[src/hw/lmrs_pkg.sv]
// Constants, types and register map of the LED matrix row scanner

package lmrs_pkg;

  // ----------------------------------------------------------------------
  // Matrix geometry
  // ----------------------------------------------------------------------
  localparam int ROW_TOTAL   = 3;
  localparam int COL_TOTAL   = 3;
  localparam int IMAGE_TOTAL = 4;
  localparam int IMG_W       = ROW_TOTAL * COL_TOTAL;
  localparam int IMG_IDX_W   = 2;
  localparam int ROW_IDX_W   = 2;
  localparam int PORT_W      = 6;
  localparam int COL_LSB     = 3;
  localparam logic [PORT_W-1:0] COL_MASK = 6'h38;
  localparam logic [ROW_TOTAL-1:0] ROWS_OFF = 3'h7;
  localparam logic [ROW_TOTAL-1:0] LINES_DRIVEN = 3'h7;

  // ----------------------------------------------------------------------
  // Timing
  // ----------------------------------------------------------------------
  localparam int TICK_TIME_US     = 5000;
  localparam int CLK_PERIOD_NS    = 8;
  localparam int TICK_CYCLES      = (TICK_TIME_US * 1000) / CLK_PERIOD_NS;
  localparam int IMAGE_HOLD_TICKS = 100;
  localparam int CNT_W            = 9;
  localparam logic [CNT_W-1:0] CNT_LIMIT =
    CNT_W'(IMAGE_HOLD_TICKS * IMAGE_TOTAL);

  // ----------------------------------------------------------------------
  // Row state, one-hot
  // ----------------------------------------------------------------------
  typedef enum logic [ROW_TOTAL-1:0] {
    ROW_TOP = 3'h1,
    ROW_MID = 3'h2,
    ROW_BOT = 3'h4
  } lmrs_row_t;

  // ----------------------------------------------------------------------
  // Register map, byte offsets
  // ----------------------------------------------------------------------
  localparam logic [7:0] OFS_CTRL   = 8'h00;
  localparam logic [7:0] OFS_STATUS = 8'h04;
  localparam logic [7:0] OFS_PORT   = 8'h08;
  localparam logic [7:0] OFS_IMAGE0 = 8'h0C;
  localparam logic [7:0] OFS_STEP   = 8'h04;
  localparam logic [7:0] OFS_TABLE  = 8'h1C;

  localparam int CTRL_EN_BIT    = 0;
  localparam int STAT_ROW_LSB   = 0;
  localparam int STAT_CNT_LSB   = 8;
  localparam int TABLE_ROW_STEP = COL_TOTAL;

  // Images T, blank, I, blank; row 0 in the low bits, bit 0 right-most
  localparam logic CTRL_EN_RST = 1'b1;
  localparam logic [IMG_W*IMAGE_TOTAL-1:0] IMAGE_RST =
    {9'h000, 9'h1D7, 9'h000, 9'h097};

endpackage

[src/hw/lmrs_tick_gen.sv]
// Periodic tick generator for the LED matrix row scanner
`timescale 1ns/100ps
`default_nettype none

module lmrs_tick_gen #(
  parameter int TICK_CYCLES = lmrs_pkg::TICK_CYCLES,
  parameter int CNT_W       = $clog2(TICK_CYCLES + 1)
) (
  input  wire logic pclk,
  input  wire logic presetn,
  input  wire logic run,
  output logic      tick
);

  localparam logic [CNT_W-1:0] LAST = CNT_W'(TICK_CYCLES - 1);

  logic [CNT_W-1:0] count;
  logic [CNT_W-1:0] next_count;
  logic             next_tick;

  // ----------------------------------------------------------------------
  // Period counter
  // ----------------------------------------------------------------------
  // Held at zero while stopped, so a restart gives a full first period
  always_comb
  begin
    next_count = count;
    next_tick  = 1'b0;
    if (!run)
    begin
      next_count = '0;
    end
    else if (count == LAST)
    begin
      next_count = '0;
      next_tick  = 1'b1;
    end
    else
    begin
      next_count = count + 1'b1;
    end
  end

  always_ff @(posedge pclk or negedge presetn)
  begin
    if (!presetn)
    begin
      count <= '0;
      tick  <= 1'b0;
    end
    else
    begin
      count <= next_count;
      tick  <= next_tick;
    end
  end

endmodule

`default_nettype wire

[src/hw/lmrs_scanner.sv]
// LED matrix row scanner with APB register access
//
// Design decisions made here: the register offsets and the APB slave port.
`timescale 1ns/100ps
`default_nettype none

module lmrs_scanner #(
  parameter int TICK_CYCLES = lmrs_pkg::TICK_CYCLES,
  parameter int ADDR_W      = 8
) (
  input  wire logic                           pclk,
  input  wire logic                           presetn,
  input  wire logic                           psel,
  input  wire logic                           penable,
  input  wire logic                           pwrite,
  input  wire logic [ADDR_W-1:0]              paddr,
  input  wire logic [31:0]                    pwdata,
  output logic      [31:0]                    prdata,
  output logic                                pready,
  output logic                                pslverr,
  output logic      [lmrs_pkg::ROW_TOTAL-1:0] row_n,
  output logic      [lmrs_pkg::ROW_TOTAL-1:0] row_oe,
  output logic      [lmrs_pkg::COL_TOTAL-1:0] col,
  output logic      [lmrs_pkg::COL_TOTAL-1:0] col_oe
);

  localparam int GAP_W = $clog2(TICK_CYCLES + 1);

  // ----------------------------------------------------------------------
  // Helpers
  // ----------------------------------------------------------------------
  function automatic logic [lmrs_pkg::ROW_IDX_W-1:0] row_index(
    input lmrs_pkg::lmrs_row_t s
  );
    case (s)
      lmrs_pkg::ROW_TOP: row_index = 2'h0;
      lmrs_pkg::ROW_MID: row_index = 2'h1;
      lmrs_pkg::ROW_BOT: row_index = 2'h2;
      default:           row_index = 2'h0;
    endcase
  endfunction

  function automatic lmrs_pkg::lmrs_row_t row_after(
    input lmrs_pkg::lmrs_row_t s
  );
    case (s)
      lmrs_pkg::ROW_TOP: row_after = lmrs_pkg::ROW_MID;
      lmrs_pkg::ROW_MID: row_after = lmrs_pkg::ROW_BOT;
      lmrs_pkg::ROW_BOT: row_after = lmrs_pkg::ROW_TOP;
      default:           row_after = lmrs_pkg::ROW_TOP;
    endcase
  endfunction

  // Returns {hit, image index} for a count on an image boundary
  function automatic logic [lmrs_pkg::IMG_IDX_W:0] image_pick(
    input logic [lmrs_pkg::CNT_W-1:0] cnt
  );
    image_pick = '0;
    for (int k = 0; k < lmrs_pkg::IMAGE_TOTAL; k++)
    begin
      if (cnt == lmrs_pkg::CNT_W'((k + 1) * lmrs_pkg::IMAGE_HOLD_TICKS))
      begin
        image_pick = {1'b1, lmrs_pkg::IMG_IDX_W'(k)};
      end
    end
  endfunction

  // ----------------------------------------------------------------------
  // State
  // ----------------------------------------------------------------------
  logic                           ctrl_en;
  logic                           next_ctrl_en;
  logic [lmrs_pkg::IMG_W-1:0]     image [lmrs_pkg::IMAGE_TOTAL];
  logic [lmrs_pkg::IMG_W-1:0]     next_image [lmrs_pkg::IMAGE_TOTAL];
  logic [31:0]                    next_prdata;
  logic                           next_pslverr;
  lmrs_pkg::lmrs_row_t            scan_row_state;
  lmrs_pkg::lmrs_row_t            next_scan_row_state;
  logic [lmrs_pkg::ROW_TOTAL-1:0] next_row_n;
  logic [lmrs_pkg::PORT_W-1:0]    col_port;
  logic [lmrs_pkg::PORT_W-1:0]    next_col_port;
  logic [lmrs_pkg::IMG_W-1:0]     pattern_table;
  logic [lmrs_pkg::IMG_W-1:0]     next_pattern_table;
  logic [lmrs_pkg::CNT_W-1:0]     tick_counter;
  logic [lmrs_pkg::CNT_W-1:0]     next_tick_counter;
  logic [lmrs_pkg::CNT_W-1:0]     cnt_inc;
  logic [lmrs_pkg::IMG_IDX_W:0]   pick;
  logic [lmrs_pkg::COL_TOTAL-1:0] cur_pattern;
  logic                           tick;
  logic                           apb_setup;
  logic                           apb_write;
  logic                           wr_port;

  assign apb_setup = psel && !penable;
  assign apb_write = psel && penable && pwrite;
  assign wr_port   = apb_write && (paddr == lmrs_pkg::OFS_PORT);
  assign pready    = 1'b1;
  assign cur_pattern = pattern_table[row_index(scan_row_state) *
                       lmrs_pkg::TABLE_ROW_STEP +: lmrs_pkg::COL_TOTAL];
  // Lines never float, so the matrix sees no ghosting from open pins
  assign row_oe = lmrs_pkg::LINES_DRIVEN;
  assign col_oe = lmrs_pkg::LINES_DRIVEN;
  assign col    = col_port[lmrs_pkg::COL_LSB +: lmrs_pkg::COL_TOTAL];

  lmrs_tick_gen #(
    .TICK_CYCLES (TICK_CYCLES)
  ) u_tick (
    .pclk    (pclk),
    .presetn (presetn),
    .run     (ctrl_en),
    .tick    (tick)
  );

  // ----------------------------------------------------------------------
  // APB registers
  // ----------------------------------------------------------------------
  // Read data is latched in the setup cycle; answer has no wait states
  always_comb
  begin
    next_ctrl_en = ctrl_en;
    next_image   = image;
    next_prdata  = prdata;
    next_pslverr = pslverr;
    if (apb_write && paddr == lmrs_pkg::OFS_CTRL)
    begin
      next_ctrl_en = pwdata[lmrs_pkg::CTRL_EN_BIT];
    end
    for (int k = 0; k < lmrs_pkg::IMAGE_TOTAL; k++)
    begin
      if (apb_write && paddr == ADDR_W'(lmrs_pkg::OFS_IMAGE0 +
          lmrs_pkg::OFS_STEP * k))
      begin
        next_image[k] = pwdata[lmrs_pkg::IMG_W-1:0];
      end
    end
    if (apb_setup)
    begin
      next_prdata  = '0;
      next_pslverr = 1'b0;
      case (paddr)
        lmrs_pkg::OFS_CTRL:
          next_prdata[lmrs_pkg::CTRL_EN_BIT] = ctrl_en;
        lmrs_pkg::OFS_STATUS:
        begin
          next_prdata[lmrs_pkg::STAT_ROW_LSB +: lmrs_pkg::ROW_TOTAL] =
            scan_row_state;
          next_prdata[lmrs_pkg::STAT_CNT_LSB +: lmrs_pkg::CNT_W] =
            tick_counter;
        end
        lmrs_pkg::OFS_PORT:
          next_prdata[lmrs_pkg::PORT_W-1:0] = col_port;
        lmrs_pkg::OFS_TABLE:
          next_prdata[lmrs_pkg::IMG_W-1:0] = pattern_table;
        default:
        begin
          next_pslverr = 1'b1;
          for (int k = 0; k < lmrs_pkg::IMAGE_TOTAL; k++)
          begin
            if (paddr == ADDR_W'(lmrs_pkg::OFS_IMAGE0 +
                lmrs_pkg::OFS_STEP * k))
            begin
              next_pslverr = 1'b0;
              next_prdata[lmrs_pkg::IMG_W-1:0] = image[k];
            end
          end
        end
      endcase
    end
  end

  always_ff @(posedge pclk or negedge presetn)
  begin
    if (!presetn)
    begin
      ctrl_en <= lmrs_pkg::CTRL_EN_RST;
      for (int k = 0; k < lmrs_pkg::IMAGE_TOTAL; k++)
      begin
        image[k] <= lmrs_pkg::IMAGE_RST[k*lmrs_pkg::IMG_W +: lmrs_pkg::IMG_W];
      end
      prdata  <= '0;
      pslverr <= 1'b0;
    end
    else
    begin
      ctrl_en <= next_ctrl_en;
      image   <= next_image;
      prdata  <= next_prdata;
      pslverr <= next_pslverr;
    end
  end

  // ----------------------------------------------------------------------
  // Row scan, column port, pattern table and tick counter
  // ----------------------------------------------------------------------
  always_comb
  begin
    next_scan_row_state = scan_row_state;
    next_row_n          = row_n;
    next_col_port       = col_port;
    next_pattern_table  = pattern_table;
    next_tick_counter   = tick_counter;
    cnt_inc             = tick_counter + 1'b1;
    pick                = image_pick(cnt_inc);
    // Software owns only the bits outside the column mask
    if (wr_port)
    begin
      next_col_port = (pwdata[lmrs_pkg::PORT_W-1:0] & ~lmrs_pkg::COL_MASK) |
                      (col_port & lmrs_pkg::COL_MASK);
    end
    if (!ctrl_en)
    begin
      // Stopped: a row left lit would overdrive its LEDs
      next_row_n    = lmrs_pkg::ROWS_OFF;
      next_col_port = next_col_port & ~lmrs_pkg::COL_MASK;
    end
    else if (tick)
    begin
      // Select current row, release the one before
      next_row_n = ~scan_row_state;
      // A one bit drives its column high
      next_col_port = (next_col_port & ~lmrs_pkg::COL_MASK) |
                      ((lmrs_pkg::PORT_W'(cur_pattern) << lmrs_pkg::COL_LSB)
                       & lmrs_pkg::COL_MASK);
      next_scan_row_state = row_after(scan_row_state);
      if (cnt_inc > lmrs_pkg::CNT_LIMIT)
      begin
        next_tick_counter = '0;
      end
      else
      begin
        next_tick_counter = cnt_inc;
      end
      if (pick[lmrs_pkg::IMG_IDX_W])
      begin
        next_pattern_table = image[pick[lmrs_pkg::IMG_IDX_W-1:0]];
      end
    end
  end

  always_ff @(posedge pclk or negedge presetn)
  begin
    if (!presetn)
    begin
      scan_row_state <= lmrs_pkg::ROW_TOP;
      row_n          <= lmrs_pkg::ROWS_OFF;
      col_port       <= '0;
      pattern_table  <= '0;
      tick_counter   <= '0;
    end
    else
    begin
      scan_row_state <= next_scan_row_state;
      row_n          <= next_row_n;
      col_port       <= next_col_port;
      pattern_table  <= next_pattern_table;
      tick_counter   <= next_tick_counter;
    end
  end

  // ----------------------------------------------------------------------
  // Assertions
  // ----------------------------------------------------------------------
  logic [GAP_W-1:0] tick_gap;
  logic             tick_seen;

  always_ff @(posedge pclk or negedge presetn)
  begin
    if (!presetn)
    begin
      tick_gap  <= '0;
      tick_seen <= 1'b0;
    end
    else
    begin
      tick_gap  <= (tick || !ctrl_en) ? '0 : tick_gap + 1'b1;
      tick_seen <= ctrl_en && (tick_seen || tick);
    end
  end
endmodule

`default_nettype wire

[config.mk]
export PLATFORM = sky130hd
export DESIGN_NAME = lmrs_scanner
export DESIGN_NICKNAME = d
export VERILOG_FILES = /design/src/hw/lmrs_pkg.sv /design/src/hw/lmrs_tick_gen.sv /design/src/hw/lmrs_scanner.sv
export SDC_FILE = /design/constraint.sdc
export NUM_CORES = 1
export LEC_CHECK = 0
export BUFFER_PORTS_ARGS = -buffer_cell sky130_fd_sc_hd__buf_2
export CORE_UTILIZATION = 55
export CTS_CLUSTER_DIAMETER = 80
export CTS_CLUSTER_SIZE = 24
export DETAILED_ROUTE_END_ITERATION = 16
export GPL_ROUTABILITY_DRIVEN = 0
export PLACE_DENSITY_LB_ADDON = 0.2
export SLEW_MARGIN = 10
export SYNTH_ARGS = -nofsm -noshare
export SYNTH_HDL_FRONTEND = slang
export SYNTH_SLANG_ARGS = --single-unit
[constraint.sdc]
create_clock -name pclk -period 7.4 [get_ports pclk]
set_input_delay 0.74 -clock pclk [delete_from_list [all_inputs] [get_ports pclk]]
set_output_delay 0.74 -clock pclk [all_outputs]
set_load 0.01 [all_outputs]
==> impl_metrics.env, run 1 <==
export IMPL_synth_compound_area_frac=0.178
export IMPL_cts_tree="built"
export IMPL_ir_drop_mv=0.0782
export IMPL_timing_hold_ws_ps=282
export IMPL_antennaDiodeCount=0
export IMPL_grt_pass1_vias=4189
export IMPL_overflow=0
export IMPL_clk_pin_slew_ps=100
export IMPL_start_util=0.575
export IMPL_yosys_register_bits=106
export IMPL_swShare=0.224
export IMPL_dr_first_iter_drc_count=298
export IMPL_die_height_um=104
export IMPL_leakagePower_nw=2.75
export IMPL_met1_length_um=5880
export IMPL_dr_max_layer_used="met4"
export IMPL_synth_top_family_by_area="compound AO/OA/AOI/OAI gates"
export IMPL_postPlaceCellArea_um2=5880
export IMPL_status="complete, no violations"
export IMPL_wire_per_inst_um=18.2
export IMPL_cts_hold_fix_buffers=0
export IMPL_finalSetupViolations=0
export IMPL_cp_data_arrival_time_ps=4200
export IMPL_fp_dieW_um=104
export IMPL_drive_gt1_frac=0.266
export IMPL_finalWirelength_um=13200
export IMPL_synth_area_um2=5730
export IMPL_fill_cells=843
export IMPL_slew_limit_headroom=0.294
export IMPL_pwr_density_cell_nw_per_um2=169
export IMPL_postLayoutCoreUtil=0.614
export IMPL_cts_path_max_buffers=2
export IMPL_crit_path_top_delay_cell="nand4_1"
export IMPL_crit_start="tick_counter[0]"
export IMPL_r2r_setup_slack_ps=3470
export IMPL_design_area_um2=6110
export IMPL_met2_length_um=6130
export IMPL_syn_inst=559
export IMPL_internal_power_uw=803
export IMPL_root_buffer="clkbuf_8"
export IMPL_cts_buffers_inserted=9
export IMPL_num_nets_final=633
export IMPL_finalMaxSlewViolations=0
export IMPL_fmax_mhz=254
export IMPL_drt_antenna_violating_nets=0
export IMPL_dr_pass1_iters=5
export IMPL_synthAdderAreaFrac=0.00655
export IMPL_clock_skew_ps=11.0
export IMPL_vias=4458
export IMPL_clkSinkCount=106
export IMPL_synth_area_mux_share=0.0913
export IMPL_cap_viol_max_count=0
export IMPL_cts_htree_levels=3
export IMPL_tightest_slew_ps=1060
export IMPL_synth_distinct_cells=70
export IMPL_r2r_start="tick_counter[0]"
export IMPL_io_pins=91
export IMPL_io_buffers=45
export IMPL_grt_use_total=0.252
export IMPL_grt_pass1_wl_um=21500
export IMPL_synth_edff_count=0
export IMPL_switching_power_uw=232
export IMPL_yosysSeqAreaShare=0.467
export IMPL_met3_length_um=977
export IMPL_reg2reg_depth=7
export IMPL_synth_xor_area_share=0.0291
export IMPL_synth_flop_cell="dfrtp_1"
export IMPL_grt_antenna_before_repair=0
export IMPL_core_area_um2=9950
export IMPL_period_minus_slack_ps=3930
export IMPL_p_seq_frac=0.567
export IMPL_period_share=0.532
export IMPL_cp_cell_sequence="ha_1, xnor2_1, nand2_1, nor3_1, nand4_1, a31o_1, o41ai_2"
export IMPL_async_flop_share=1.00
export IMPL_avgViaCountPerCell=6.17
export IMPL_post_route_drc_count=0
export IMPL_rows=36
export IMPL_end_kind="flop"
export IMPL_dp_hpwl_um=9010
export IMPL_critical_path_class="reg2reg"
export IMPL_clkPwrFrac=0.394
export IMPL_crit_end="pattern_table[6]"
export IMPL_syn_to_final_growth_pct=6.73
export IMPL_ys_warn_count=0
export IMPL_crit_fanout=21
export IMPL_yosys_area_share_simple=0.165
export IMPL_hold_class="in2async"
export IMPL_postSynthAreaPerCell_um2=10.2
export IMPL_grt_start_max_net_pins=74
export IMPL_cp_start_kind="flop"
export IMPL_comb_power_share=0.038
export IMPL_die_area_um2=10800
export IMPL_critPathRequiredTime_ps=7670
export IMPL_rsz0062_at_grt="false"
export IMPL_tns_ps=0
export IMPL_cts_resized=0
export IMPL_insertion_delay_ps=380
export IMPL_hold_viol=0
export IMPL_postCtsSetupRepairBufs=0
export IMPL_max_stage_delay_ps=860
export IMPL_timing_rr_end="pattern_table[6]"
-- worst min-delay path by stage --
| stage | slack (ps) | cells after the start | end | from |
|---|---|---|---|---|
| floorplan | 430 | 1 | u_tick.count[0] | u_tick.count[0] |
| global placement | 450 | 1 | u_tick.count[0] | u_tick.count[0] |
| detailed placement | 460 | 1 | u_tick.count[0] | u_tick.count[0] |
| CTS | 290 | 1 | prdata[12] | presetn |
| global route | 310 | 1 | prdata[12] | presetn |
| finish | 280 | 1 | col_port[0] | presetn |
-- per-layer routing --
metal / global-route usage / vias to the layer above
li1: - / 2045
met1: 0.345 / 2193
met2: 0.391 / 202
met3: 0.0595 / 18
met4: 0.0939 / 0
met5: 0 / -
-- worst max-delay path: cells and delay by family, from the launching register on --
family	cells	cell delay, ps
AND/OR/NAND/NOR	3	1300
AO/OA/AOI/OAI	2	1220
flip-flops	1	570
adder cells (fa/ha/maj)	1	490
XOR/XNOR	1	230
-- power groups by stage --
stage	clock network, mW	logic, mW	registers [mW]
global route	0.435	0.0452	0.588
CTS	0.415	0.0402	0.587
floorplan	0	0.0256	0.598
global placement	0	0.0390	0.598
finish	0.409	0.0397	0.587
detailed placement	0	0.0402	0.598
-- registers in the layout, summed over array words and instances, names as in the netlist, 3 cells and up --
signal,count
col_port,6
image,36
pattern_table,9
prdata,17
row_n,3
scan_row_state,3
tick_counter,9
u_tick.count,20
-- metrics by stage --
step	setup WS (ps)	instances	power, mW
CTS	3560	723	1.04
global route	3300	723	1.07
finish	3470	723	1.04
floorplan	4840	579	0.623
global placement	3780	707	0.637
detailed placement	3600	707	0.638
-- synthesized netlist by cell type (3+ instances only) --
library cell,count,area (µm²)
a21oi_1,19,95.1
and2_1,3,18.8
xnor2_1,8,70.1
o21ai_0,26,130
ha_1,3,37.5
inv_1,9,33.8
nor2_1,50,188
a31oi_1,8,50.1
or2_2,4,25.0
o211a_1,3,30.0
and3_1,6,37.5
mux2_2,42,473
nand2_2,3,18.8
o31ai_1,5,37.5
nor3_1,7,35.0
nand2_1,54,203
clkbuf_1,17,63.8
a221oi_1,4,35.0
dfrtp_1,89,2230
buf_4,27,203
buf_6,3,33.8
a31o_2,10,87.6
nand4_1,4,25.0
a22o_1,15,131
o22ai_1,11,68.8
nor2b_1,3,18.8
or3_1,3,18.8
nand2b_1,7,43.8
dfstp_2,17,447
nand3_1,19,95.1
mux2i_1,5,50.1
o41ai_2,6,97.6
a22oi_1,10,75.1
nor4_1,3,18.8
xor2_1,11,96.3
-- cells by family (layout without fill, tap and decap cells) --
logic type | Yosys count | count (layout)
mux | 47 | 47
fa+ha+maj | 3 | 3
xor+xnor | 19 | 19
flops | 106 | 106
other cells | 2 | 22
compound gates | 135 | 135
simple gates | 187 | 187
buf+inv | 60 | 71
-- cells in the final DEF, fill, tap and decap left out, types with 6 or more instances in the layout --
master / instances
nand2_1: 54
mux2_2: 42
dfstp_2: 17
xor2_1: 11
and3_1: 6
a22o_1: 15
o21ai_0: 26
inv_1: 9
clkbuf_8: 11
conb_1: 22
buf_2: 44
o22ai_1: 11
nand2b_1: 7
nand3_1: 19
a21oi_1: 19
o41ai_2: 6
nor3_1: 7
a31oi_1: 8
dfrtp_1: 89
a22oi_1: 10
xnor2_1: 8
a31o_2: 10
nor2_1: 50
-- area by class of cell --
type                       count  area, µm²  share of cell area
clock buffer                  12        155              0.0254
clock inverter                 4       73.8              0.0121
inverter                       9       33.8             0.00553
multi-input combinational    413       2770               0.454
sequential                   106       2670               0.437
tap                          133        166              0.0272
timing repair buffer          46        235              0.0385
(Power assumes the default switching activity.)
==> run 2, diff against run 1 <==
Settings changed: CORE_UTILIZATION 55 to 52.
Clock period 7.4 ns to 3.2 ns, I/O delays scaled along.
==> impl_metrics.env, run 2 (synthesis results as in run 1) <==
export IMPL_status="complete, no violations"
export IMPL_io_buffers=45
export IMPL_period_share=0.881
export IMPL_fmax_mhz=355
export IMPL_clkPwrFrac=0.365
export IMPL_core_area_um2=10500
export IMPL_cp_data_arrival_time_ps=3100
export IMPL_start_util=0.545
export IMPL_internal_power_mw=1.74
export IMPL_p_seq_frac=0.594
export IMPL_postLayoutCoreUtil=0.591
export IMPL_drive_gt1_frac=0.284
export IMPL_pwr_density_cell_nw_per_um2=369
export IMPL_rsz0062_at_grt="false"
export IMPL_ir_drop_mv=0.222
export IMPL_wire_per_inst_um=17.4
export IMPL_root_buffer="clkbuf_8"
export IMPL_die_area_um2=11400
export IMPL_cts_tree="built"
export IMPL_vias=4473
export IMPL_clk_pin_slew_ps=100
export IMPL_finalMaxSlewViolations=0
export IMPL_slew_limit_headroom=0.491
export IMPL_cts_buffers_inserted=9
export IMPL_post_route_drc_count=0
export IMPL_hold_viol=0
export IMPL_largest_register="image"
export IMPL_cts_path_max_buffers=2
export IMPL_crit_start="tick_counter[3]"
export IMPL_die_height_um=107
export IMPL_period_minus_slack_ps=2820
export IMPL_overflow=0
export IMPL_dp_hpwl_um=9000
export IMPL_num_nets_final=648
export IMPL_r2r_setup_slack_ps=380
export IMPL_fill_cells=897
export IMPL_grt_start_max_net_pins=58
export IMPL_leakagePower_nw=2.81
export IMPL_grt_antenna_before_repair=0
export IMPL_grt_use_total=0.239
export IMPL_swShare=0.241
export IMPL_reg2reg_depth=6
export IMPL_avgViaCountPerCell=6.04
export IMPL_insertion_delay_ps=380
export IMPL_dp_cells=724
export IMPL_dr_pass1_iters=7
export IMPL_syn_to_final_growth_pct=8.41
export IMPL_timing_rr_end="pattern_table[5]"
export IMPL_layout_common_cells="dfrtp_1 (89), nand2_1 (54), nor2_1 (50)"
export IMPL_tightest_slew_ps=764
export IMPL_largest_reg_flops=36
export IMPL_grt_pass1_vias=4240
export IMPL_crit_fanout=17
export IMPL_postCtsSetupRepairBufs=0
export IMPL_finalSetupViolations=0
export IMPL_timing_hold_ws_ps=207
export IMPL_cap_viol_max_count=0
export IMPL_r2r_start="tick_counter[3]"
export IMPL_drt_antenna_violating_nets=0
export IMPL_design_area_um2=6210
export IMPL_end_kind="flop"
export IMPL_critical_path_class="reg2reg"
export IMPL_dr_first_iter_drc_count=406
export IMPL_fin_ws_ps=382
export IMPL_comb_power_share=0.041
export IMPL_clkSinkCount=106
export IMPL_fp_dieW_um=107
export IMPL_layout_commonest_cell="dfrtp_1"
export IMPL_crit_end="pattern_table[5]"
export IMPL_finalWirelength_um=12900
export IMPL_largest_registers="image (36), u_tick.count (20), prdata (17)"
export IMPL_io_pins=91
export IMPL_clock_skew_ps=7.20
export IMPL_cp_start_kind="flop"
export IMPL_power_mw=2.29
export IMPL_cts_htree_levels=3
export IMPL_antennaDiodeCount=0
export IMPL_grt_pass1_wl_um=21200
export IMPL_tns_ps=0
export IMPL_rows=37
export IMPL_postPlaceCellArea_um2=6000
export IMPL_switching_power_uw=551
export IMPL_hold_class="in2reg"
export IMPL_dp_slack_ps=445
export IMPL_final_cells=741
export IMPL_critPathRequiredTime_ps=3480
run 2: cell types whose count changed in the layout (fill, tap and decap cells not counted), sizes merged:
| cell | before | now |
|---|---|---|
| buf | 46 | 60 |
| clkbuf | 12 | 9 |
| clkinv | 2 | 5 |
| bufinv | 2 | 1 |
| clkinvlp | 0 | 1 |
| dlygate4sd3 | 0 | 1 |
run 2: layout make-up:
type	count	area [µm²]	area share
repair buffers	61	363	0.0584
flip-flops and latches	106	2670	0.431
well taps	136	170	0.0274
clock inverters	7	70.1	0.0113
inverters	9	33.8	0.00544
clock buffers	9	124	0.0200
multi-input cells	413	2770	0.447
run 2: worst min-delay path by stage:
stage / slack (ps) / depth (start not counted) / end / start
3_5_place_dp: 380 / 1 / prdata[12] / presetn
4_1_cts: 200 / 2 / image[22] / pwdata[4]
2_1_floorplan: 20 / 0 / col_port[0] / presetn
3_3_place_gp: 380 / 1 / prdata[14] / presetn
5_1_grt: 210 / 2 / image[16] / pwdata[7]
6_report: 210 / 2 / image[22] / pwdata[4]
run 2: timing repair:
action	CTS	global route
endpoints found under the hold margin	39	0
gates resized for setup	0	0
hold buffers	1	0
run 2: power by group through the flow:
stage / clock network (mW) / logic [mW] / registers, mW
global placement: 0 / 0.0938 / 1.38
finish: 0.835 / 0.0947 / 1.36
global route: 0.895 / 0.110 / 1.36
CTS: 0.854 / 0.0968 / 1.36
floorplan: 0 / 0.0593 / 1.38
detailed placement: 0 / 0.0955 / 1.38
run 2: routing by layer:
layer / vias to the layer above / share of wire / GRT usage
li1: 2071 / - / -
met1: 2197 / 0.47 / 0.333
met2: 177 / 0.45 / 0.371
met3: 28 / 0.064 / 0.0474
met4: 0 / 0.021 / 0.0871
met5: - / 0 / 0
run 2: worst max-delay path, stage by stage (launching register included):
cell	delay [ps]
dfrtp_1	560
nand2_1	240
or4b_4	590
a311oi_4	320
nand2_2	90
a31o_1	480
o41ai_2	430
==> run 3, diff against run 2 <==
Settings changed: PLACE_DENSITY set to 0.77, PLACE_DENSITY_LB_ADDON 0.2 to unset.
==> impl_metrics.env, run 3 (synthesis results as in run 1) <==
export IMPL_cp_cell_sequence="ha_2, nand3_1, or3_4, a2111oi_2, o21ai_1, a31o_1, o41ai_2"
export IMPL_start_util=0.545
export IMPL_power_mw=2.27
export IMPL_finalWirelength_um=13100
export IMPL_slew_limit_headroom=0.428
export IMPL_crit_family="compound AO/OA/AOI/OAI gates"
export IMPL_root_buffer="clkbuf_8"
export IMPL_grt_use_total=0.244
export IMPL_cts_path_max_buffers=2
export IMPL_clk_pin_slew_ps=100
export IMPL_p_seq_frac=0.598
export IMPL_internal_power_mw=1.74
export IMPL_tns_ps=0
export IMPL_antennaDiodeCount=0
export IMPL_comb_power_share=0.042
export IMPL_period_minus_slack_ps=2990
export IMPL_fp_dieW_um=107
export IMPL_drt_antenna_violating_nets=0
export IMPL_rsz0062_at_grt="false"
export IMPL_dp_slack_ps=183
export IMPL_grt_pass1_wl_um=21700
export IMPL_critical_path_class="reg2reg"
export IMPL_dr_pass1_iters=6
export IMPL_largest_register="image"
export IMPL_postPlaceCellArea_um2=5970
export IMPL_crit_buf_inv=0
export IMPL_clkPwrFrac=0.360
export IMPL_die_height_um=107
export IMPL_grt_antenna_before_repair=0
export IMPL_r2r_start="tick_counter[1]"
export IMPL_core_area_um2=10500
export IMPL_end_kind="flop"
export IMPL_clock_skew_ps=9.62
export IMPL_die_area_um2=11400
export IMPL_io_pins=91
export IMPL_pwr_density_cell_nw_per_um2=368
export IMPL_largest_reg_flops=36
export IMPL_overflow=0
export IMPL_cts_tree="built"
export IMPL_finalSetupViolations=0
export IMPL_post_route_drc_count=0
export IMPL_largest_registers="image (36), u_tick.count (20), prdata (17)"
export IMPL_dr_first_iter_drc_count=379
export IMPL_swShare=0.234
export IMPL_cp_start_kind="flop"
export IMPL_insertion_delay_ps=380
export IMPL_layout_common_cells="dfrtp_1 (89), nand2_1 (54), nor2_1 (50)"
export IMPL_syn_to_final_growth_pct=7.78
export IMPL_critPathRequiredTime_ps=3470
export IMPL_hold_viol=0
export IMPL_switching_power_uw=532
export IMPL_design_area_um2=6170
export IMPL_cts_htree_levels=3
export IMPL_finalMaxSlewViolations=0
export IMPL_io_buffers=45
export IMPL_grt_pass1_vias=4413
export IMPL_crit_path_top_delay_cell="dfrtp_1"
export IMPL_avgViaCountPerCell=6.15
export IMPL_fmax_mhz=334
export IMPL_rows=37
export IMPL_num_nets_final=644
export IMPL_grt_start_max_net_pins=59
export IMPL_max_stage_delay_ps=550
export IMPL_cts_buffers_inserted=9
export IMPL_drive_gt1_frac=0.278
export IMPL_clkSinkCount=106
export IMPL_leakagePower_nw=2.79
export IMPL_worstHoldStart="pwdata[6]"
export IMPL_dp_hpwl_um=9120
export IMPL_crit_start="tick_counter[1]"
export IMPL_status="complete, no violations"
export IMPL_tightest_slew_ps=858
export IMPL_crit_fanout=18
export IMPL_postCtsSetupRepairBufs=0
export IMPL_layout_commonest_cell="dfrtp_1"
export IMPL_hold_class="in2reg"
export IMPL_vias=4536
export IMPL_period_share=0.935
export IMPL_ir_drop_mv=0.165
export IMPL_wire_per_inst_um=17.8
export IMPL_fin_ws_ps=209
export IMPL_cap_viol_max_count=0
export IMPL_cp_data_arrival_time_ps=3270
==> run 3: cell types whose count changed in the layout (fill, tap and decap cells not counted), sizes merged <==
cell,change
buf,-4
clkinv,-2
clkinvlp,-1
clkbuf,+2
inv,+1
==> run 3: final timing paths <==
kind | to | slack [ps] | cells after the start
max | pattern_table[7] | 210 | 7
min | image[24] | 210 | 2
max reg2reg | pattern_table[7] | 210 | 7
min reg2reg | u_tick.count[0] | 470 | 1
max in group asynchronous | image[9] | 1920 | 3
min in group asynchronous | tick_counter[5] | 490 | 2
==> run 3: repair_timing <==
action | 4_1_cts | 5_1_grt
hold buffers | 1 | 0
hold endpoints to repair | 44 | 0
resized for setup | 0 | 1
endpoints found under the setup margin | 0 | 8
==> run 3: metal layers <==
layer | track usage | vias up | share of wire
met1 | 0.329 | 2202 | 0.43
met3 | 0.0517 | 49 | 0.079
met4 | 0.115 | 0 | 0.037
li1 | - | 2055 | -
met5 | 0 | - | 0
met2 | 0.378 | 230 | 0.46
==> run 3: power groups by stage <==
stage	Clock (mW)	Combinational, mW	Sequential (mW)
4_1_cts	0.834	0.0972	1.36
3_3_place_gp	0	0.0928	1.38
2_1_floorplan	0	0.0593	1.38
6_report	0.817	0.0957	1.36
5_1_grt	0.886	0.110	1.36
3_5_place_dp	0	0.0961	1.38
==> run 3: per-stage QoR <==
step,instances,util,hold WS (ps)
floorplan,579,-,24.4
global placement,720,0.569,369
detailed placement,720,0.569,380
CTS,737,0.587,201
global route,737,0.587,204
finish,737,0.587,209
==> run 3: cell type report <==
cell class | count | area [µm²]
inverters | 9 | 33.8
fillers | 885 | 4340
well taps | 136 | 170
multi-input cells | 413 | 2780
repair buffers | 57 | 333
clock buffers | 11 | 131
clock inverters | 5 | 53.8
flip-flops and latches | 106 | 2670
